===== config.mk =====
export PLATFORM = sky130hd
export DESIGN_NAME = sbcs_spi_target
export DESIGN_NICKNAME = d
export VERILOG_FILES = /design/src/design/sbcs_pkg.sv /design/src/design/sbcs_sync.sv /design/src/design/sbcs_spi_target.sv
export VERILOG_INCLUDE_DIRS = /design/src /design/src/design
export SDC_FILE = /design/constraint.sdc
export NUM_CORES = 1
export LEC_CHECK = 0
export BUFFER_PORTS_ARGS = -buffer_cell sky130_fd_sc_hd__buf_2
export CELL_PAD_IN_SITES_DETAIL_PLACEMENT = 1
export CELL_PAD_IN_SITES_GLOBAL_PLACEMENT = 2
export CORE_UTILIZATION = 43
export DETAILED_ROUTE_END_ITERATION = 10
export GPL_ROUTABILITY_DRIVEN = 0
export GPL_TIMING_DRIVEN = 0
export PLACE_DENSITY = 0.82
export SYNTH_ARGS = -nofsm -noshare
export SYNTH_HDL_FRONTEND = slang
export SYNTH_HIERARCHICAL = 1
export SYNTH_SLANG_ARGS = --single-unit

===== constraint.sdc =====
create_clock -name CLOCK -period 16.35 [get_ports CLOCK]
set_input_delay 0 -clock CLOCK [delete_from_list [all_inputs] [get_ports CLOCK]]
set_output_delay 0 -clock CLOCK [all_outputs]
set_load 0.05 [all_outputs]

===== src/design/sbcs_consts.svh =====
`ifndef SBCS_CONSTS_SVH
`define SBCS_CONSTS_SVH

// ----------------------------------------
// Frame layout
// ----------------------------------------
`define SBCS_FRAME_BITS 5'h10
`define SBCS_CNT_SAT 5'h11
`define SBCS_ADDR_LOAD_FALLS 5'h08
`define SBCS_ADDR_MSB 6
`define SBCS_RW_BIT 7
`define SBCS_DATA_LSB 8
`define SBCS_DATA_MSB 15

// ----------------------------------------
// Register addresses
// ----------------------------------------
`define SBCS_ADDR_NONE 7'h00
`define SBCS_ADDR_MODE 7'h01
`define SBCS_ADDR_WD 7'h03
`define SBCS_ADDR_BUS_ONE 7'h04
`define SBCS_ADDR_WAKE_TWO 7'h07
`define SBCS_ADDR_CTRL_LAST 7'h1E
`define SBCS_ADDR_SUPPLY 7'h41
`define SBCS_ADDR_THERMAL 7'h42
`define SBCS_ADDR_DEVICE 7'h43
`define SBCS_ADDR_BUS_STAT_ONE 7'h44
`define SBCS_ADDR_BUS_STAT_TWO 7'h45
`define SBCS_ADDR_WAKE_STAT_ONE 7'h46
`define SBCS_ADDR_WAKE_STAT_TWO 7'h47
`define SBCS_ADDR_LEVEL 7'h48
`define SBCS_ADDR_SWITCHER 7'h4C
`define SBCS_ADDR_FAMILY 7'h7E

// ----------------------------------------
// Fields and reset values
// ----------------------------------------
`define SBCS_MODE_HI 7
`define SBCS_MODE_LO 6
`define SBCS_MODE_NORMAL 2'h0
`define SBCS_MODE_SLEEP 2'h1
`define SBCS_MODE_STOP 2'h2
`define SBCS_MODE_RESET 2'h3
`define SBCS_FAIL_BIT 1
`define SBCS_BYTE_ZERO 8'h00
`define SBCS_WORD_ZERO 16'h0000

`endif


===== src/design/sbcs_pkg.sv =====
package sbcs_pkg;

    // Operating mode reported by the chip's mode logic
    typedef enum logic [2:0]
    {
        SBCS_INIT,
        SBCS_NORMAL,
        SBCS_STOP,
        SBCS_SLEEP,
        SBCS_RESTART,
        SBCS_FAILSAFE
    } sbcs_mode_t;

    // Mode change handed to the mode logic
    typedef enum logic [2:0]
    {
        SBCS_GO_NORMAL,
        SBCS_GO_SLEEP,
        SBCS_GO_STOP,
        SBCS_GO_SWRESET,
        SBCS_GO_RESTART
    } sbcs_target_t;

    typedef struct packed
    {
        logic [7:0] data;
        logic rw;
        logic [6:0] addr;
    } sbcs_cmd_t;

    typedef struct packed
    {
        logic [7:0] family;
        logic [7:0] switcher;
        logic [7:0] level;
        logic [7:0] wake_two;
        logic [7:0] wake_one;
        logic [7:0] bus_two;
        logic [7:0] bus_one;
        logic [7:0] device;
        logic [7:0] thermal;
        logic [7:0] supply;
    } sbcs_status_t;

endpackage


===== src/design/sbcs_sync.sv =====
`timescale 1ns/100ps

// Three-stage input synchroniser; output moves once stages two and three agree
module sbcs_sync
#(
    parameter logic RST_VAL = 1'b0
)
(
    input wire logic clk,
    input wire logic rst_n,
    input wire logic ce,
    input wire logic d,
    output logic q
);

    logic s1;
    logic s2;
    logic s3;

    always_ff @(posedge clk or negedge rst_n)
    begin
        if (!rst_n)
        begin
            s1 <= RST_VAL;
            s2 <= RST_VAL;
            s3 <= RST_VAL;
            q <= RST_VAL;
        end
        else if (ce)
        begin
            s1 <= d;
            s2 <= s1;
            s3 <= s2;
            if (s2 == s3)
                q <= s3;
        end
    end

endmodule


===== src/design/sbcs_spi_target.sv =====
// Notes on behaviour
// - Sixteen bits in, sixteen bits out per frame
// - Word interpreted only on chip select rise
// - Serial output released when chip select rises
// - Serial input sampled on falling clock edges
// - Serial output advances after rising clock edges
// - Invalid command ignored, sticky fail flag set
// - Sleep from stop fails, goes restart
// - Stop or sleep from init fails, normal
// - Stop mode refuses watchdog setting changes
// - Sleep with no wake sources fails, restart
// - Stop with no wake sources is accepted
// - Only zero or sixteen clocks accepted
// - Bad frame ignored, error shown next frame
// - Zero-clock frame valid, raises no error
// - Address low seven, access bit, data high
// - Byte-wise access, bits kept until cleared
// - No interpretation in restart, sleep, fail-safe
// - Status read returns current content
// - Control read returns pre-frame value
// - Summary byte ORs each status register but level and family
// - Summary bits map registers in order
// - Access bit set clears status byte, level excepted
`timescale 1ns/100ps
`include "sbcs_consts.svh"

module sbcs_spi_target
(
    input wire logic CLOCK,
    input wire logic RST_N,
    input wire logic CLOCK_EN,
    input wire logic CHIP_SELECT_N,
    input wire logic SERIAL_CLK,
    input wire logic SERIAL_IN,
    output logic SERIAL_OUT,
    output logic SERIAL_OUT_EN,
    input wire sbcs_pkg::sbcs_mode_t CURRENT_MODE,
    input wire sbcs_pkg::sbcs_status_t STATUS,
    output logic SPI_FAIL,
    output logic ERR_PENDING,
    output logic MODE_REQ_STB,
    output sbcs_pkg::sbcs_target_t MODE_REQ,
    output logic WRITE_STB,
    output logic CLEAR_STB,
    output sbcs_pkg::sbcs_cmd_t CMD
);

    // ----------------------------------------
    // Reset release and input sampling
    // ----------------------------------------
    logic rst_meta;
    logic rst_n;
    logic ce;
    logic csn_f;
    logic sclk_f;
    logic sdi_f;

    assign ce = CLOCK_EN;

    always_ff @(posedge CLOCK or negedge RST_N)
    begin
        if (!RST_N)
        begin
            rst_meta <= 1'b0;
            rst_n <= 1'b0;
        end
        else
        begin
            rst_meta <= 1'b1;
            rst_n <= rst_meta;
        end
    end

    sbcs_sync #(.RST_VAL(1'b1)) u_csn
    (
        .clk(CLOCK),
        .rst_n(rst_n),
        .ce(ce),
        .d(CHIP_SELECT_N),
        .q(csn_f)
    );

    sbcs_sync #(.RST_VAL(1'b0)) u_sclk
    (
        .clk(CLOCK),
        .rst_n(rst_n),
        .ce(ce),
        .d(SERIAL_CLK),
        .q(sclk_f)
    );

    sbcs_sync #(.RST_VAL(1'b0)) u_sdi
    (
        .clk(CLOCK),
        .rst_n(rst_n),
        .ce(ce),
        .d(SERIAL_IN),
        .q(sdi_f)
    );

    // ----------------------------------------
    // Edge detection and frame supervision
    // ----------------------------------------
    logic csn_d;
    logic sclk_d;
    logic clk_bad;
    logic load_data;
    logic [4:0] fall_cnt;
    logic [4:0] rise_cnt;
    logic [15:0] rx;
    logic [15:0] tx;
    logic sclk_fall;
    logic sclk_rise;
    logic frame_start;
    logic frame_end;
    logic frame_bad;

    assign sclk_fall = sclk_d & ~sclk_f & ~csn_f;
    assign sclk_rise = ~sclk_d & sclk_f & ~csn_f;
    assign frame_start = csn_d & ~csn_f;
    assign frame_end = ~csn_d & csn_f;
    assign frame_bad = clk_bad | sclk_f |
        ((fall_cnt != 5'h00) && (fall_cnt != `SBCS_FRAME_BITS));

    always_ff @(posedge CLOCK or negedge rst_n)
    begin
        if (!rst_n)
        begin
            csn_d <= 1'b1;
            sclk_d <= 1'b0;
        end
        else if (ce)
        begin
            csn_d <= csn_f;
            sclk_d <= sclk_f;
        end
    end

    // Clock high at the opening edge spoils the frame
    always_ff @(posedge CLOCK or negedge rst_n)
    begin
        if (!rst_n)
            clk_bad <= 1'b0;
        else if (ce && frame_start)
            clk_bad <= sclk_f;
    end

    always_ff @(posedge CLOCK or negedge rst_n)
    begin
        if (!rst_n)
            fall_cnt <= 5'h00;
        else if (ce)
        begin
            if (frame_start)
                fall_cnt <= 5'h00;
            else if (sclk_fall && fall_cnt != `SBCS_CNT_SAT)
                fall_cnt <= fall_cnt + 5'h01;
        end
    end

    always_ff @(posedge CLOCK or negedge rst_n)
    begin
        if (!rst_n)
            rise_cnt <= 5'h00;
        else if (ce)
        begin
            if (frame_start)
                rise_cnt <= 5'h00;
            else if (sclk_rise && rise_cnt != `SBCS_FRAME_BITS)
                rise_cnt <= rise_cnt + 5'h01;
        end
    end

    // LSB arrives first, so the word fills from the top
    always_ff @(posedge CLOCK or negedge rst_n)
    begin
        if (!rst_n)
            rx <= `SBCS_WORD_ZERO;
        else if (ce && sclk_fall)
            rx <= {sdi_f, rx[15:1]};
    end

    // ----------------------------------------
    // Register readback and summary
    // ----------------------------------------
    logic [7:0] ctrl_mem [0:31];
    logic spi_fail;
    logic [7:0] summary;
    logic [7:0] device_byte;

    assign device_byte = STATUS.device | (8'h01 << `SBCS_FAIL_BIT);
    assign summary[0] = |STATUS.supply;
    assign summary[1] = |STATUS.thermal;
    assign summary[2] = |STATUS.device | spi_fail;
    assign summary[3] = |STATUS.bus_one;
    assign summary[4] = |STATUS.bus_two;
    assign summary[5] = |STATUS.wake_one;
    assign summary[6] = |STATUS.wake_two;
    assign summary[7] = |STATUS.switcher;

    function automatic logic [7:0] read_byte(input logic [6:0] a);
        logic [7:0] v;
        v = `SBCS_BYTE_ZERO;
        if (a != `SBCS_ADDR_NONE && a <= `SBCS_ADDR_CTRL_LAST)
            v = ctrl_mem[a[4:0]];
        else
        begin
            unique case (a)
                `SBCS_ADDR_SUPPLY: v = STATUS.supply;
                `SBCS_ADDR_THERMAL: v = STATUS.thermal;
                `SBCS_ADDR_DEVICE: v = spi_fail ? device_byte : STATUS.device;
                `SBCS_ADDR_BUS_STAT_ONE: v = STATUS.bus_one;
                `SBCS_ADDR_BUS_STAT_TWO: v = STATUS.bus_two;
                `SBCS_ADDR_WAKE_STAT_ONE: v = STATUS.wake_one;
                `SBCS_ADDR_WAKE_STAT_TWO: v = STATUS.wake_two;
                `SBCS_ADDR_LEVEL: v = STATUS.level;
                `SBCS_ADDR_SWITCHER: v = STATUS.switcher;
                `SBCS_ADDR_FAMILY: v = STATUS.family;
                default: v = `SBCS_BYTE_ZERO;
            endcase
        end
        return v;
    endfunction

    always_ff @(posedge CLOCK or negedge rst_n)
    begin
        if (!rst_n)
            load_data <= 1'b0;
        else if (ce)
            load_data <= sclk_fall &&
                (fall_cnt == `SBCS_ADDR_LOAD_FALLS - 5'h01);
    end

    // Summary at frame start, data byte once the address is in
    always_ff @(posedge CLOCK or negedge rst_n)
    begin
        if (!rst_n)
            tx <= `SBCS_WORD_ZERO;
        else if (ce)
        begin
            if (frame_start)
                tx <= {`SBCS_BYTE_ZERO, summary};
            else if (load_data)
                tx[15:8] <= read_byte(rx[14:8]);
        end
    end

    // ----------------------------------------
    // Serial output
    // ----------------------------------------
    always_ff @(posedge CLOCK or negedge rst_n)
    begin
        if (!rst_n)
        begin
            SERIAL_OUT <= 1'b0;
            SERIAL_OUT_EN <= 1'b0;
        end
        else if (ce)
        begin
            SERIAL_OUT_EN <= ~csn_f;
            if (frame_start)
                SERIAL_OUT <= ERR_PENDING;
            else if (sclk_rise && rise_cnt != `SBCS_FRAME_BITS)
                SERIAL_OUT <= tx[rise_cnt[3:0]];
        end
    end

    // ----------------------------------------
    // Command decode
    // ----------------------------------------
    sbcs_pkg::sbcs_cmd_t cmd;
    logic accept;
    logic is_ctrl;
    logic is_stat;
    logic next_fail;
    logic next_req_stb;
    logic next_wr;
    logic wake_none;
    logic [1:0] req;
    sbcs_pkg::sbcs_target_t next_tgt;

    assign cmd = rx;
    assign req = cmd.data[`SBCS_MODE_HI:`SBCS_MODE_LO];
    assign is_ctrl = cmd.addr != `SBCS_ADDR_NONE &&
        cmd.addr <= `SBCS_ADDR_CTRL_LAST;
    assign is_stat = cmd.addr >= `SBCS_ADDR_SUPPLY;
    assign wake_none =
        ctrl_mem[5'(`SBCS_ADDR_BUS_ONE)] == `SBCS_BYTE_ZERO &&
        ctrl_mem[5'(`SBCS_ADDR_WAKE_TWO)] == `SBCS_BYTE_ZERO;
    assign accept = ce && frame_end && !frame_bad &&
        fall_cnt == `SBCS_FRAME_BITS &&
        CURRENT_MODE != sbcs_pkg::SBCS_RESTART &&
        CURRENT_MODE != sbcs_pkg::SBCS_SLEEP &&
        CURRENT_MODE != sbcs_pkg::SBCS_FAILSAFE;

    always_comb
    begin
        next_fail = 1'b0;
        next_req_stb = 1'b0;
        next_wr = is_ctrl && cmd.rw;
        next_tgt = sbcs_pkg::SBCS_GO_NORMAL;
        if (next_wr && cmd.addr == `SBCS_ADDR_MODE)
        begin
            next_req_stb = 1'b1;
            unique case (req)
                `SBCS_MODE_NORMAL: next_tgt = sbcs_pkg::SBCS_GO_NORMAL;
                `SBCS_MODE_RESET: next_tgt = sbcs_pkg::SBCS_GO_SWRESET;
                `SBCS_MODE_STOP:
                begin
                    if (CURRENT_MODE == sbcs_pkg::SBCS_INIT)
                    begin
                        next_fail = 1'b1;
                        next_wr = 1'b0;
                    end
                    else
                        next_tgt = sbcs_pkg::SBCS_GO_STOP;
                end
                `SBCS_MODE_SLEEP:
                begin
                    next_fail = 1'b1;
                    next_wr = 1'b0;
                    if (CURRENT_MODE == sbcs_pkg::SBCS_INIT)
                        next_tgt = sbcs_pkg::SBCS_GO_NORMAL;
                    else if (CURRENT_MODE == sbcs_pkg::SBCS_STOP)
                        next_tgt = sbcs_pkg::SBCS_GO_RESTART;
                    else if (wake_none)
                        next_tgt = sbcs_pkg::SBCS_GO_RESTART;
                    else
                    begin
                        next_fail = 1'b0;
                        next_wr = 1'b1;
                        next_tgt = sbcs_pkg::SBCS_GO_SLEEP;
                    end
                end
            endcase
        end
        else if (next_wr && CURRENT_MODE == sbcs_pkg::SBCS_STOP &&
            !(cmd.addr == `SBCS_ADDR_WD &&
            cmd.data == ctrl_mem[5'(`SBCS_ADDR_WD)]))
        begin
            next_fail = 1'b1;
            next_wr = 1'b0;
        end
    end

    // ----------------------------------------
    // Command effects
    // ----------------------------------------
    always_ff @(posedge CLOCK or negedge rst_n)
    begin
        if (!rst_n)
        begin
            for (int i = 0; i < 32; i++)
                ctrl_mem[i] <= `SBCS_BYTE_ZERO;
        end
        else if (accept && next_wr)
            ctrl_mem[cmd.addr[4:0]] <= cmd.data;
    end

    always_ff @(posedge CLOCK or negedge rst_n)
    begin
        if (!rst_n)
        begin
            WRITE_STB <= 1'b0;
            CLEAR_STB <= 1'b0;
            MODE_REQ_STB <= 1'b0;
            MODE_REQ <= sbcs_pkg::SBCS_GO_NORMAL;
            CMD <= `SBCS_WORD_ZERO;
        end
        else if (ce)
        begin
            WRITE_STB <= accept && next_wr;
            CLEAR_STB <= accept && is_stat && cmd.rw &&
                cmd.addr != `SBCS_ADDR_LEVEL;
            MODE_REQ_STB <= accept && next_req_stb;
            if (accept)
            begin
                MODE_REQ <= next_tgt;
                CMD <= cmd;
            end
        end
    end

    // Bad frame flagged for the next frame; clean frame clears it
    always_ff @(posedge CLOCK or negedge rst_n)
    begin
        if (!rst_n)
            ERR_PENDING <= 1'b0;
        else if (ce && frame_end)
            ERR_PENDING <= frame_bad;
    end

    // Set beats a clear in the same frame
    always_ff @(posedge CLOCK or negedge rst_n)
    begin
        if (!rst_n)
            spi_fail <= 1'b0;
        else if (accept && next_fail)
            spi_fail <= 1'b1;
        else if (accept && cmd.rw && cmd.addr == `SBCS_ADDR_DEVICE)
            spi_fail <= 1'b0;
    end

    always_ff @(posedge CLOCK or negedge rst_n)
    begin
        if (!rst_n)
            SPI_FAIL <= 1'b0;
        else if (ce)
            SPI_FAIL <= spi_fail;
    end
endmodule


[After elaboration in Yosys (flattened, before gate mapping)]
Cells that the tools add are included.
Word-level totals
  bits in writable memories: 0
  flip-flop bits (word level): 343
  bits in read-only memories: 0
  output and inout bits: 26
  memories kept: 0
  word-level logic and storage cells: 221
  latch bits: 0
  input bits: 89
Cells by class
  reduce and logical (&&, ||, !) cells: 58
  shift operators: 0
  bitwise logic cells: 15
  div/mod/pow operators: 0
  multiplexer cells: 42
  equal/unequal tests: 30
  add/sub/neg operators: 2
  multiply operators: 0
  $lt $le $gt $ge: 7
Operator list (number)
  256-bit bitwise mux: 1
  8-bit one-hot mux with 10 select lines: 1
  7-bit equality test (second input constant): 11
  8-bit OR reduction: 8
  8-bit two-way mux: 6
  8-bit binary-select mux with 5-bit select: 1
  8-bit demux with 5-bit select: 1
  1-bit logical AND: 29
  5-bit two-way mux: 4
  1-bit two-way mux: 18
  8-bit logical NOT: 2
  2-bit AND reduction: 8
  5-bit != test (second input constant): 3
  7-bit by 5-bit less-or-equal comparator with 1-bit output (second input constant): 2
  7-bit nonzero test: 2
  6-bit greater-or-equal comparator (second input constant): 2
  3-bit two-way mux: 4
  5-bit NOT with 6-bit output: 2
  3-bit one-hot mux with 4 select lines: 1
  5-bit by 1-bit adder with 5-bit output (second input constant): 2
  8-bit equality test: 1
  2-bit nonzero test: 4
  7-bit by 1-bit equality test with 1-bit output (second input constant): 1
  7-bit by 2-bit equality test with 1-bit output (second input constant): 1
  other kinds (22): 39

[Longest topological paths before layout]
Gate-level depths: netlist (run 1).
  word-level depth: 13
  mapped depth: 12

[Hierarchy]
The synthesis (run 1) kept the hierarchy.
By module, submodules not included
  sbcs_spi_target: seq. area each 8284.2 µm², cells an instance 1576, instances 1, area each 16507.1 µm²
  sbcs_sync (u_sclk ...): seq. area each 100.1 µm², cells an instance 10, instances 2, area each 156.4 µm²
  sbcs_sync (u_csn): seq. area each 105.1 µm², cells an instance 10, instances 1, area each 161.4 µm²

[Least setup slack after synthesis (run 1)]
OpenSTA, ideal clock, no wires.
  path kind: register to register
  start point: register rx[3] (netlist: cmd[3])
  end point: register ctrl_mem[23] (netlist bit)
  arrival: 2.321 ns
  stages on the path, launching flop included: 9
  setup time: 0.127 ns
  slack: 13.903 ns
  buffers on the path: 2
  cells stage by stage: dfrtp_1 -> or4_1 -> nor4_2 -> and4bb_1 -> nor3_4 -> buf_6 -> or4_1 -> buf_2 -> o2bb2ai_1
Between the ends
  word-level cells in the longest chain between the ends: 8
  elaborated cells between the ends (all ways): 23
  classes of those cells: order compare: 3; eq/ne: 2; mux: 7; bitwise: 1; reduce/logical: 10
RTL lines
  start, declared: RTL line sbcs_spi_target.sv:110  | logic [15:0] rx;
  start signal, assigned: RTL line sbcs_spi_target.sv:178  | rx <= `SBCS_WORD_ZERO;
  start signal, assigned: RTL line sbcs_spi_target.sv:180  | rx <= {sdi_f, rx[15:1]};
  branches (longest 8 deep; another with 7-bit by 5-bit less-or-equal comparator with 1-bit output)
  end signal, assigned by index: RTL line sbcs_spi_target.sv:354  | ctrl_mem[i] <= `SBCS_BYTE_ZERO;
  end signal, assigned by index: RTL line sbcs_spi_target.sv:357  | ctrl_mem[cmd.addr[4:0]] <= cmd.data;
  end, declared: RTL line sbcs_spi_target.sv:186  | logic [7:0] ctrl_mem [0:31];
Parallel ways; which one is timed is not known.
A chain may end at the register's enable or synchronous reset.

[Final worst setup path (run 1)]
  start point: register rx[11] (netlist: cmd[11])
  end point: register tx[14]
Between the ends
  word-level cells in the longest chain between the ends: 7
  elaborated cells between the ends (all ways): 21
  classes of those cells: order compare: 1; eq/ne: 10; mux: 7; bitwise: 1; reduce/logical: 2
RTL lines
  5-bit NOT with 6-bit output (implied by the code): RTL line sbcs_spi_target.sv:205  | v = ctrl_mem[a[4:0]];
  8-bit binary-select mux with 5-bit select: RTL line sbcs_spi_target.sv:205
  8-bit two-way mux (implied by the code) (2 in series): RTL line sbcs_spi_target.sv:205
  8-bit two-way mux (*): RTL line sbcs_spi_target.sv:204  | if (a != `SBCS_ADDR_NONE && a <= `SBCS_ADDR_CTRL_LAST)
  8-bit two-way mux (*): RTL line sbcs_spi_target.sv:243  | else if (load_data)
  8-bit two-way mux (*): RTL line sbcs_spi_target.sv:241  | if (frame_start)
  end signal, assigned: RTL line sbcs_spi_target.sv:238  | tx <= `SBCS_WORD_ZERO;
  end signal, assigned: RTL line sbcs_spi_target.sv:242  | tx <= {`SBCS_BYTE_ZERO, summary};
  end signal, assigned: RTL line sbcs_spi_target.sv:244  | tx[15:8] <= read_byte(rx[14:8]);
  end, declared: RTL line sbcs_spi_target.sv:111  | logic [15:0] tx;
Mark *: on every way between the ends. The rest lies on a longest branch, timed or not. The select of a mux whose other input is x is not followed.

==> reports/results.ini, run 1 <==
[setup_path]
cp_slowest_stage_delay_ns = 0.84
startpoint_type = register
cp_data_arrival_time_ns = 4.85
timing.rr.end = tx[14]
path_class = reg2reg
endpoint_kind = register
cpMostUsedCell = clkbuf_1
path_max_fanout = 10
slowest_stage = buf_1
reg2reg_depth = 9
crit_chain = clkbuf_1 > buf_1 > clkbuf_1 > clkbuf_1 > nand4_1 > o211ai_1 > nor4_1 > dlygate4sd3_1 > a21oi_1
reg2reg_slack_ns = 11.99
r2r_start = cmd[11]
crit_required_ns = 16.84

[power_and_ir_drop]
p_seq_share_pct = 36.9
p_comb_share_pct = 26.1
switchingPower_w = 0.000897
switching_share_pct = 35.8
total_power_w = 0.00251
p_per_area_nw_per_um2 = 124
clkPwrFrac_pct = 37.0
p_int_w = 0.00161
p_leak_nw = 8.25
vdd_ir_drop_max_mv = 0.0944

[clock_network]
cts_root_buf = clkbuf_16
clkSinkCount = 343
htreeDepth = 2
clk_pin_slew_ns = 0.06
cts_made_buffers = 40
cts_tree = done
cts_max_path_buffers = 3
insertion_delay_ns = 0.59

[timing]
fin_setup_tns_ns = 0
setup_violations = 0
rsz0062_at_grt = false
hold_violations = 0
clock.fmax_mhz = 230
period_share_pct = 26.6
slew_headroom_pct = 20.1
clock_skew_ns = 0.0295
report.final.slew_viol_count = 0
min_period_ns = 4.36
worst_pin_slew_ns = 1.19

[floorplanning]
die_h_microns = 201
core-area_sq_um = 38800
die_x_microns = 201
io_pins = 115
start_util_pct = 43.7
die_area_sq_um = 40300
rows = 72

[synth]
ys_seq_area_share_pct = 50.6
ys_types = 67
syn_avg_cell_area_sq_um = 10.6
synth_flop_cell = dfrtp_1
synth_edf_count = 0
synth_area_sq_um = 17000
synth_fp_nets = 1704
synth-seq-cells = 343
synth_cells = 1606
synthArstFlopShare_pct = 100
ys_top_cells_by_area = dfrtp_1, mux4_2, o21ai_1
ys_warn_count = 6
netlist.area_leader.share_pct = 49.8
synth_top_area_cell = dfrtp_1

[routing]
wirelength_mm = 73.9
first_pass_iters = 5
drtAntennaViolNets = 0
drtIter0Drc = 1404
wl_per_cell_microns = 31.2
drc_errors = 0
vias = 15613
routed_via_density = 6.60

[final_layout]
layout.nets = 1916
syn_to_final_growth_pct = 18.9
multi_input_area_sq_um = 7540
fillers = 4259
layoutNonFillerInstCount = 2367
regArea_sq_um = 8590
drive_above_1_share_pct = 18.4

[placed_design]
io_buffers = 114
dp.final_hpwl_mm = 50.3
dp.cells = 2243

[worst_hold_path]
min_path_type = in2reg
hold_end = tx[10]
holdCritStartpoint = STATUS[58]
min_path_cells = 5

[global_routing]
use_met1_pct = 49.5
grt_pass1_vias = 16135
grt_usage_pct = 37.3
grt_first_pass_wirelength_mm = 110
grtUsageMet3_pct = 10.7
grt.busiest_layer = met2
antenna_found_initial = 2
use_met2_pct = 56.2
grt_remaining_overflow = 0
grt_max_degree = 67

[job]
drv_cap = 0

[run_status]
status = finished, final reports clean

registers in the layout (all words and copies together), names as in the netlist, 3 cells and up:
name,cells
ctrl_mem,256
MODE_REQ,3
rise_cnt,5
tx,16
fall_cnt,5
cmd,16
CMD,16
power groups by stage:
stage | Combinational [W] | Sequential [W] | Clock, W
floorplan | 0.000324 | 0.000948 | 0
global placement | 0.000578 | 0.000953 | 0
detailed placement | 0.000606 | 0.000941 | 0
CTS | 0.000628 | 0.000926 | 0.000934
global route | 0.000672 | 0.000932 | 0.000968
finish | 0.000653 | 0.000926 | 0.000929
cell type report:
| class | count | area share (%) |
|---|---|---|
| clock buffer | 59 | 5.81 |
| timing repair buffer | 170 | 6.04 |
| clock inverter | 12 | 0.787 |
| antenna | 2 | 0.0248 |
| inverter | 12 | 0.223 |
| buffer | 173 | 4.02 |
| tap | 518 | 3.21 |
| multi-input combinational | 1078 | 37.3 |
| sequential | 343 | 42.6 |
per-layer routing:
layer,vias to the layer above,routed length [microns]
li1,6467,-
met1,8082,30000
met2,873,32600
met3,189,7430
met4,2,3940
met5,-,16
cells by family (layout without fill, tap and decap cells):
kind of cell    Yosys count  count (layout)  synth area share [%]
buf+inv                 185             426                  5.05
mux                     125             125                  11.8
xor+xnor                 14              14                 0.722
fa+ha+maj                 9               9                 0.663
flops                   343             343                  50.6
simple gates            316             316                  9.52
other cells               1               3                0.0221
compound gates          613             613                  21.6
how the worst max path moves through the flow:
| stage | startpoint | end | slack [ns] | depth (start not counted) |
|---|---|---|---|---|
| floorplan | rst_n | CLEAR_STB | 6.09 | 0 |
| global route | cmd[11] | tx[9] | 11.90 | 9 |
| finish | cmd[11] | tx[14] | 11.99 | 9 |
| detailed placement | cmd[11] | ctrl_mem[19] | 12.36 | 6 |
| CTS | cmd[11] | tx[14] | 12.13 | 9 |
| global placement | rst_n | ctrl_mem[2] | 1.89 | 0 |
synthesized netlist by cell type (8+ instances only):
| cell | number |
|---|---|
| ha_1 | 9 |
| clkbuf_1 | 116 |
| o21ai_0 | 190 |
| buf_1 | 17 |
| nand2_1 | 114 |
| mux2_2 | 41 |
| a22oi_1 | 21 |
| nand4_1 | 10 |
| o21ai_1 | 217 |
| a22o_1 | 8 |
| mux4_2 | 56 |
| inv_1 | 12 |
| o2bb2ai_1 | 20 |
| a21oi_1 | 14 |
| buf_6 | 18 |
| nor2b_1 | 10 |
| dfrtp_1 | 338 |
| xor2_1 | 11 |
| o41ai_1 | 74 |
| nand2b_1 | 10 |
| a31oi_1 | 12 |
| mux2i_1 | 28 |
| o22ai_1 | 19 |
| nor2_1 | 49 |
| nor3_1 | 11 |
| buf_2 | 21 |
| nand3_1 | 24 |
| nor4_1 | 29 |
| or3_1 | 20 |
timing repair:
item	CTS	global route
hold buffers	51	0
setup buffers	0	0
hold endpoints to repair	33	0
resized for setup	0	0
setup endpoints to repair	0	0
stage by stage:
stage                     hold WS (ns)  utilization (%)  setup WS [ns]  instance area, sq um
after floorplan                 -0.296                -           6.09                 17000
after global placement          -0.215             46.9           1.89                 18200
after detailed placement        -0.212             47.3          12.36                 18300
after CTS                       0.0144             52.0          12.13                 20200
after global routing            0.0496             52.0          11.90                 20200
final                           0.0382             52.0          11.99                 20200
worst max-delay path: cells and delay by family, from the launching register on:
kind            cells  cell delay (ns)
flops               1             0.32
buf+inv             5             3.26
simple gates        2             0.36
compound gates      2             0.31
layout by cell type, fill, tap and decap left out, drive strengths merged, types with 19 or more instances in the layout:
cell type	count
mux4	56
buf	175
mux2	41
clkbuf	176
o2bb2ai	20
or3	20
nor2	49
mux2i	28
dlygate4sd3	51
o41ai	74
o21ai	407
nand2	114
o22ai	19
nor4	30
a22oi	21
dfrtp	338
nand3	24
Power figures use the tool's default switching activity.
==> run 2: changes to the inputs <==
ABC_AREA = 1   (was unset)
CORE_UTILIZATION = 36   (was 43)
PLACE_DENSITY = 0.76   (was 0.82)
clock period = 4.01 ns   (was 16.35 ns; I/O delays follow)
==> reports/results.ini, run 2 <==
[final_layout]
layout.nets = 2730  ; +42%
largest_reg_flops = 256  ; unchanged
final_common_cell = nand2_1
syn_to_final_growth_pct = 18.8  ; about the same
drive_above_1_share_pct = 14.4  ; -3.9 points
layoutNonFillerInstCount = 3336  ; +41%
fillers = 6272  ; +47%
final_core_util_pct = 43.7  ; -8.3 points
regArea_sq_um = 8590  ; unchanged
final_cell_mix = nand2_1, nor2_1, dfrtp_1
regMostFlops = ctrl_mem
multi_input_area_sq_um = 8440  ; +12%
antennaDiodeCount = 0  ; -2

[floorplanning]
core-area_sq_um = 50500  ; +30%
die_h_microns = 229  ; +14%
io_pins = 115  ; unchanged
rows = 82  ; +14%
die_x_microns = 229  ; +14%
start_util_pct = 36.8  ; -6.9 points
die_area_sq_um = 52500  ; +30%

[worst_hold_path]
min_path_type = in2reg
holdCritStartpoint = STATUS[74]
min_path_cells = 9  ; +4
hold_end = tx[10]

[timing]
min_period_ns = 3.74  ; -0.616 ns
report.final.slew_viol_count = 0  ; unchanged
period_share_pct = 93.3  ; +67 points
clock_skew_ns = 0.0166  ; -0.0128 ns
slew_headroom_pct = 28.0  ; +7.9 points
worst_pin_slew_ns = 1.08  ; -0.106 ns
hold_violations = 0  ; unchanged
clock.fmax_mhz = 267  ; +16%
setup_violations = 0  ; unchanged
rsz0062_at_grt = false

[setup_path]
reg2reg_depth = 15  ; +6
cp_data_arrival_time_ns = 4.26  ; -0.59 ns
r2r_start = cmd[13]
path_class = reg2reg
startpoint_type = register
path_max_fanout = 7  ; -3
reg2reg_slack_ns = 0.27  ; -11.72 ns
crit_required_ns = 4.53  ; -12.31 ns
endpoint_kind = register
timing.rr.end = tx[14]

[clock_network]
postCtsSetupBuffers = 0  ; unchanged
cts_tree = done
cts_root_buf = clkbuf_16
insertion_delay_ns = 0.59  ; about the same
htreeDepth = 2  ; unchanged
cts_made_buffers = 43  ; +7.5%
clk_pin_slew_ns = 0.06  ; about the same
clkSinkCount = 343  ; unchanged
cts_max_path_buffers = 3  ; unchanged

[job]
drv_cap = 0  ; unchanged

[synth]
synth_commonest_cells = nand2_1, nor2_1, dfrtp_1
synth_top_area_cell = dfrtp_1
synth_most_common_cell = nand2_1
netlist.area_leader.share_pct = 45.5  ; -4.3 points
synth_cells = 2411  ; +50%
ys_top_cells_by_area = dfrtp_1, nand2_1, nand4_1
synth_fp_nets = 2509  ; +47%
synthArstFlopShare_pct = 100  ; unchanged
synth-seq-cells = 343  ; unchanged
synth_area_sq_um = 18600  ; +9.4%
ys_warn_count = 6  ; unchanged
synth_edf_count = 0  ; unchanged
syn_avg_cell_area_sq_um = 7.70  ; -27%
ys_types = 43  ; -36%
ys_seq_area_share_pct = 46.3  ; -4.3 points
synth_flop_cell = dfrtp_1

[global_routing]
grt_first_pass_wirelength_mm = 119  ; +8.3%
grt_pass1_vias = 18830  ; +17%
grt_max_degree = 66  ; -1.5%
grt_remaining_overflow = 0  ; unchanged
grt_usage_pct = 30.1  ; -7.2 points
antenna_found_initial = 0  ; -2

[routing]
drc_errors = 0  ; unchanged
wirelength_mm = 78.7  ; +6.5%
routed_via_density = 5.48  ; -17%
wl_per_cell_microns = 23.6  ; -24%
first_pass_iters = 5  ; unchanged
drtAntennaViolNets = 0  ; unchanged
vias = 18268  ; +17%
drtIter0Drc = 1336  ; -4.8%

[power_and_ir_drop]
p_leak_nw = 11.5  ; +39%
p_per_area_nw_per_um2 = 599  ; +380%
vdd_ir_drop_max_mv = 0.429  ; +350%

[run_status]
status = finished, final reports clean

[placed_design]
dp.final_hpwl_mm = 56.5  ; +12%
dp.cells = 3203  ; +43%
io_buffers = 114  ; unchanged

-- run 2: power breakdown --
group          total [W]  switching (W)  internal (W)
logic            0.00563        0.00427       0.00136
clock network    0.00384        0.00162       0.00222
registers        0.00376       0.000126       0.00363
-- run 2: how the worst max path moves through the flow --
stage / startpoint / end / slack (ns) / cells past startpoint
floorplan: rst_n / CLEAR_STB / 0.62 / 0
global placement: rst_n / ctrl_mem[118] / -1.00 / 0
detailed placement: cmd[8] / tx[11] / 0.59 / 9
CTS: cmd[8] / tx[11] / 0.02 / 10
global route: cmd[13] / tx[14] / 0.12 / 15
finish: cmd[13] / tx[14] / 0.27 / 15
-- run 2: routing by layer --
metal / GRT usage [%] / vias to the layer above / share of wire, % / routed length (microns)
li1: - / 8427 / - / -
met4: 10.4 / 0 / 3.4 / 2640
met3: 4.49 / 136 / 5.3 / 4180
met5: 0 / - / 0 / 0
met2: 48.1 / 458 / 46 / 36100
met1: 41.6 / 9247 / 45 / 35800
-- run 2: final cells by class --
cell class	count	share of cell area, %
Sequential cell	343	38.9
Timing Repair Buffer	176	5.84
Buffer	154	4.67
Tap cell	672	3.81
Inverter	133	2.31
Clock buffer	68	5.90
Clock inverter	9	0.283
Multi-Input combinational cell	1781	38.3
-- run 2: timing repair --
item | in CTS | in global routing
setup endpoints to repair | 0 | 2
gates resized for setup | 0 | 3
endpoints found under the hold margin | 33 | 0
hold buffers | 56 | 0
-- run 2: cell families (layout without fill, tap and decap cells) --
family / count (synthesis) / after routing / share of synthesized area [%]
flops: 343 / 343 / 46.3
buf+inv: 287 / 540 / 8.29
fa+ha+maj: 9 / 9 / 0.606
compound gates: 199 / 199 / 6.00
xor+xnor: 1 / 1 / 0.0472
simple gates: 1571 / 1571 / 38.8
other cells: 1 / 1 / 0.0202
-- run 2: per-stage QoR --
| step | area [sq um] | power [W] | hold WS, ns | TNS (ns) | setup slack, ns |
|---|---|---|---|---|---|
| finish | 22100 | 0.0132 | 0.0414 | 0 | 0.270 |
| global route | 22100 | 0.0138 | 0.0536 | 0 | 0.121 |
| CTS | 22100 | 0.0132 | 0.00550 | 0 | 0.0242 |
| detailed placement | 20100 | 0.00925 | -0.212 | 0 | 0.589 |
| global placement | 20000 | 0.00916 | -0.215 | -319.07 | -1.00 |
| floorplan | 18600 | 0.00674 | -0.296 | 0 | 0.621 |
-- run 2: worst max-delay path, cell delays in order (launching register included) --
cell and delay (ns):
dfrtp_1 0.36, clkbuf_1 0.35, inv_2 0.28, nand2_1 0.10, nor2_1 0.54, nand2_1 0.25, inv_1 0.21, nand2_1 0.07
nand2_1 0.07, dlygate4sd3_1 0.54, nand3b_1 0.10, dlygate4sd3_1 0.56, nor2_1 0.05, nor2_1 0.09, nand2_1 0.05, nand2_1 0.06
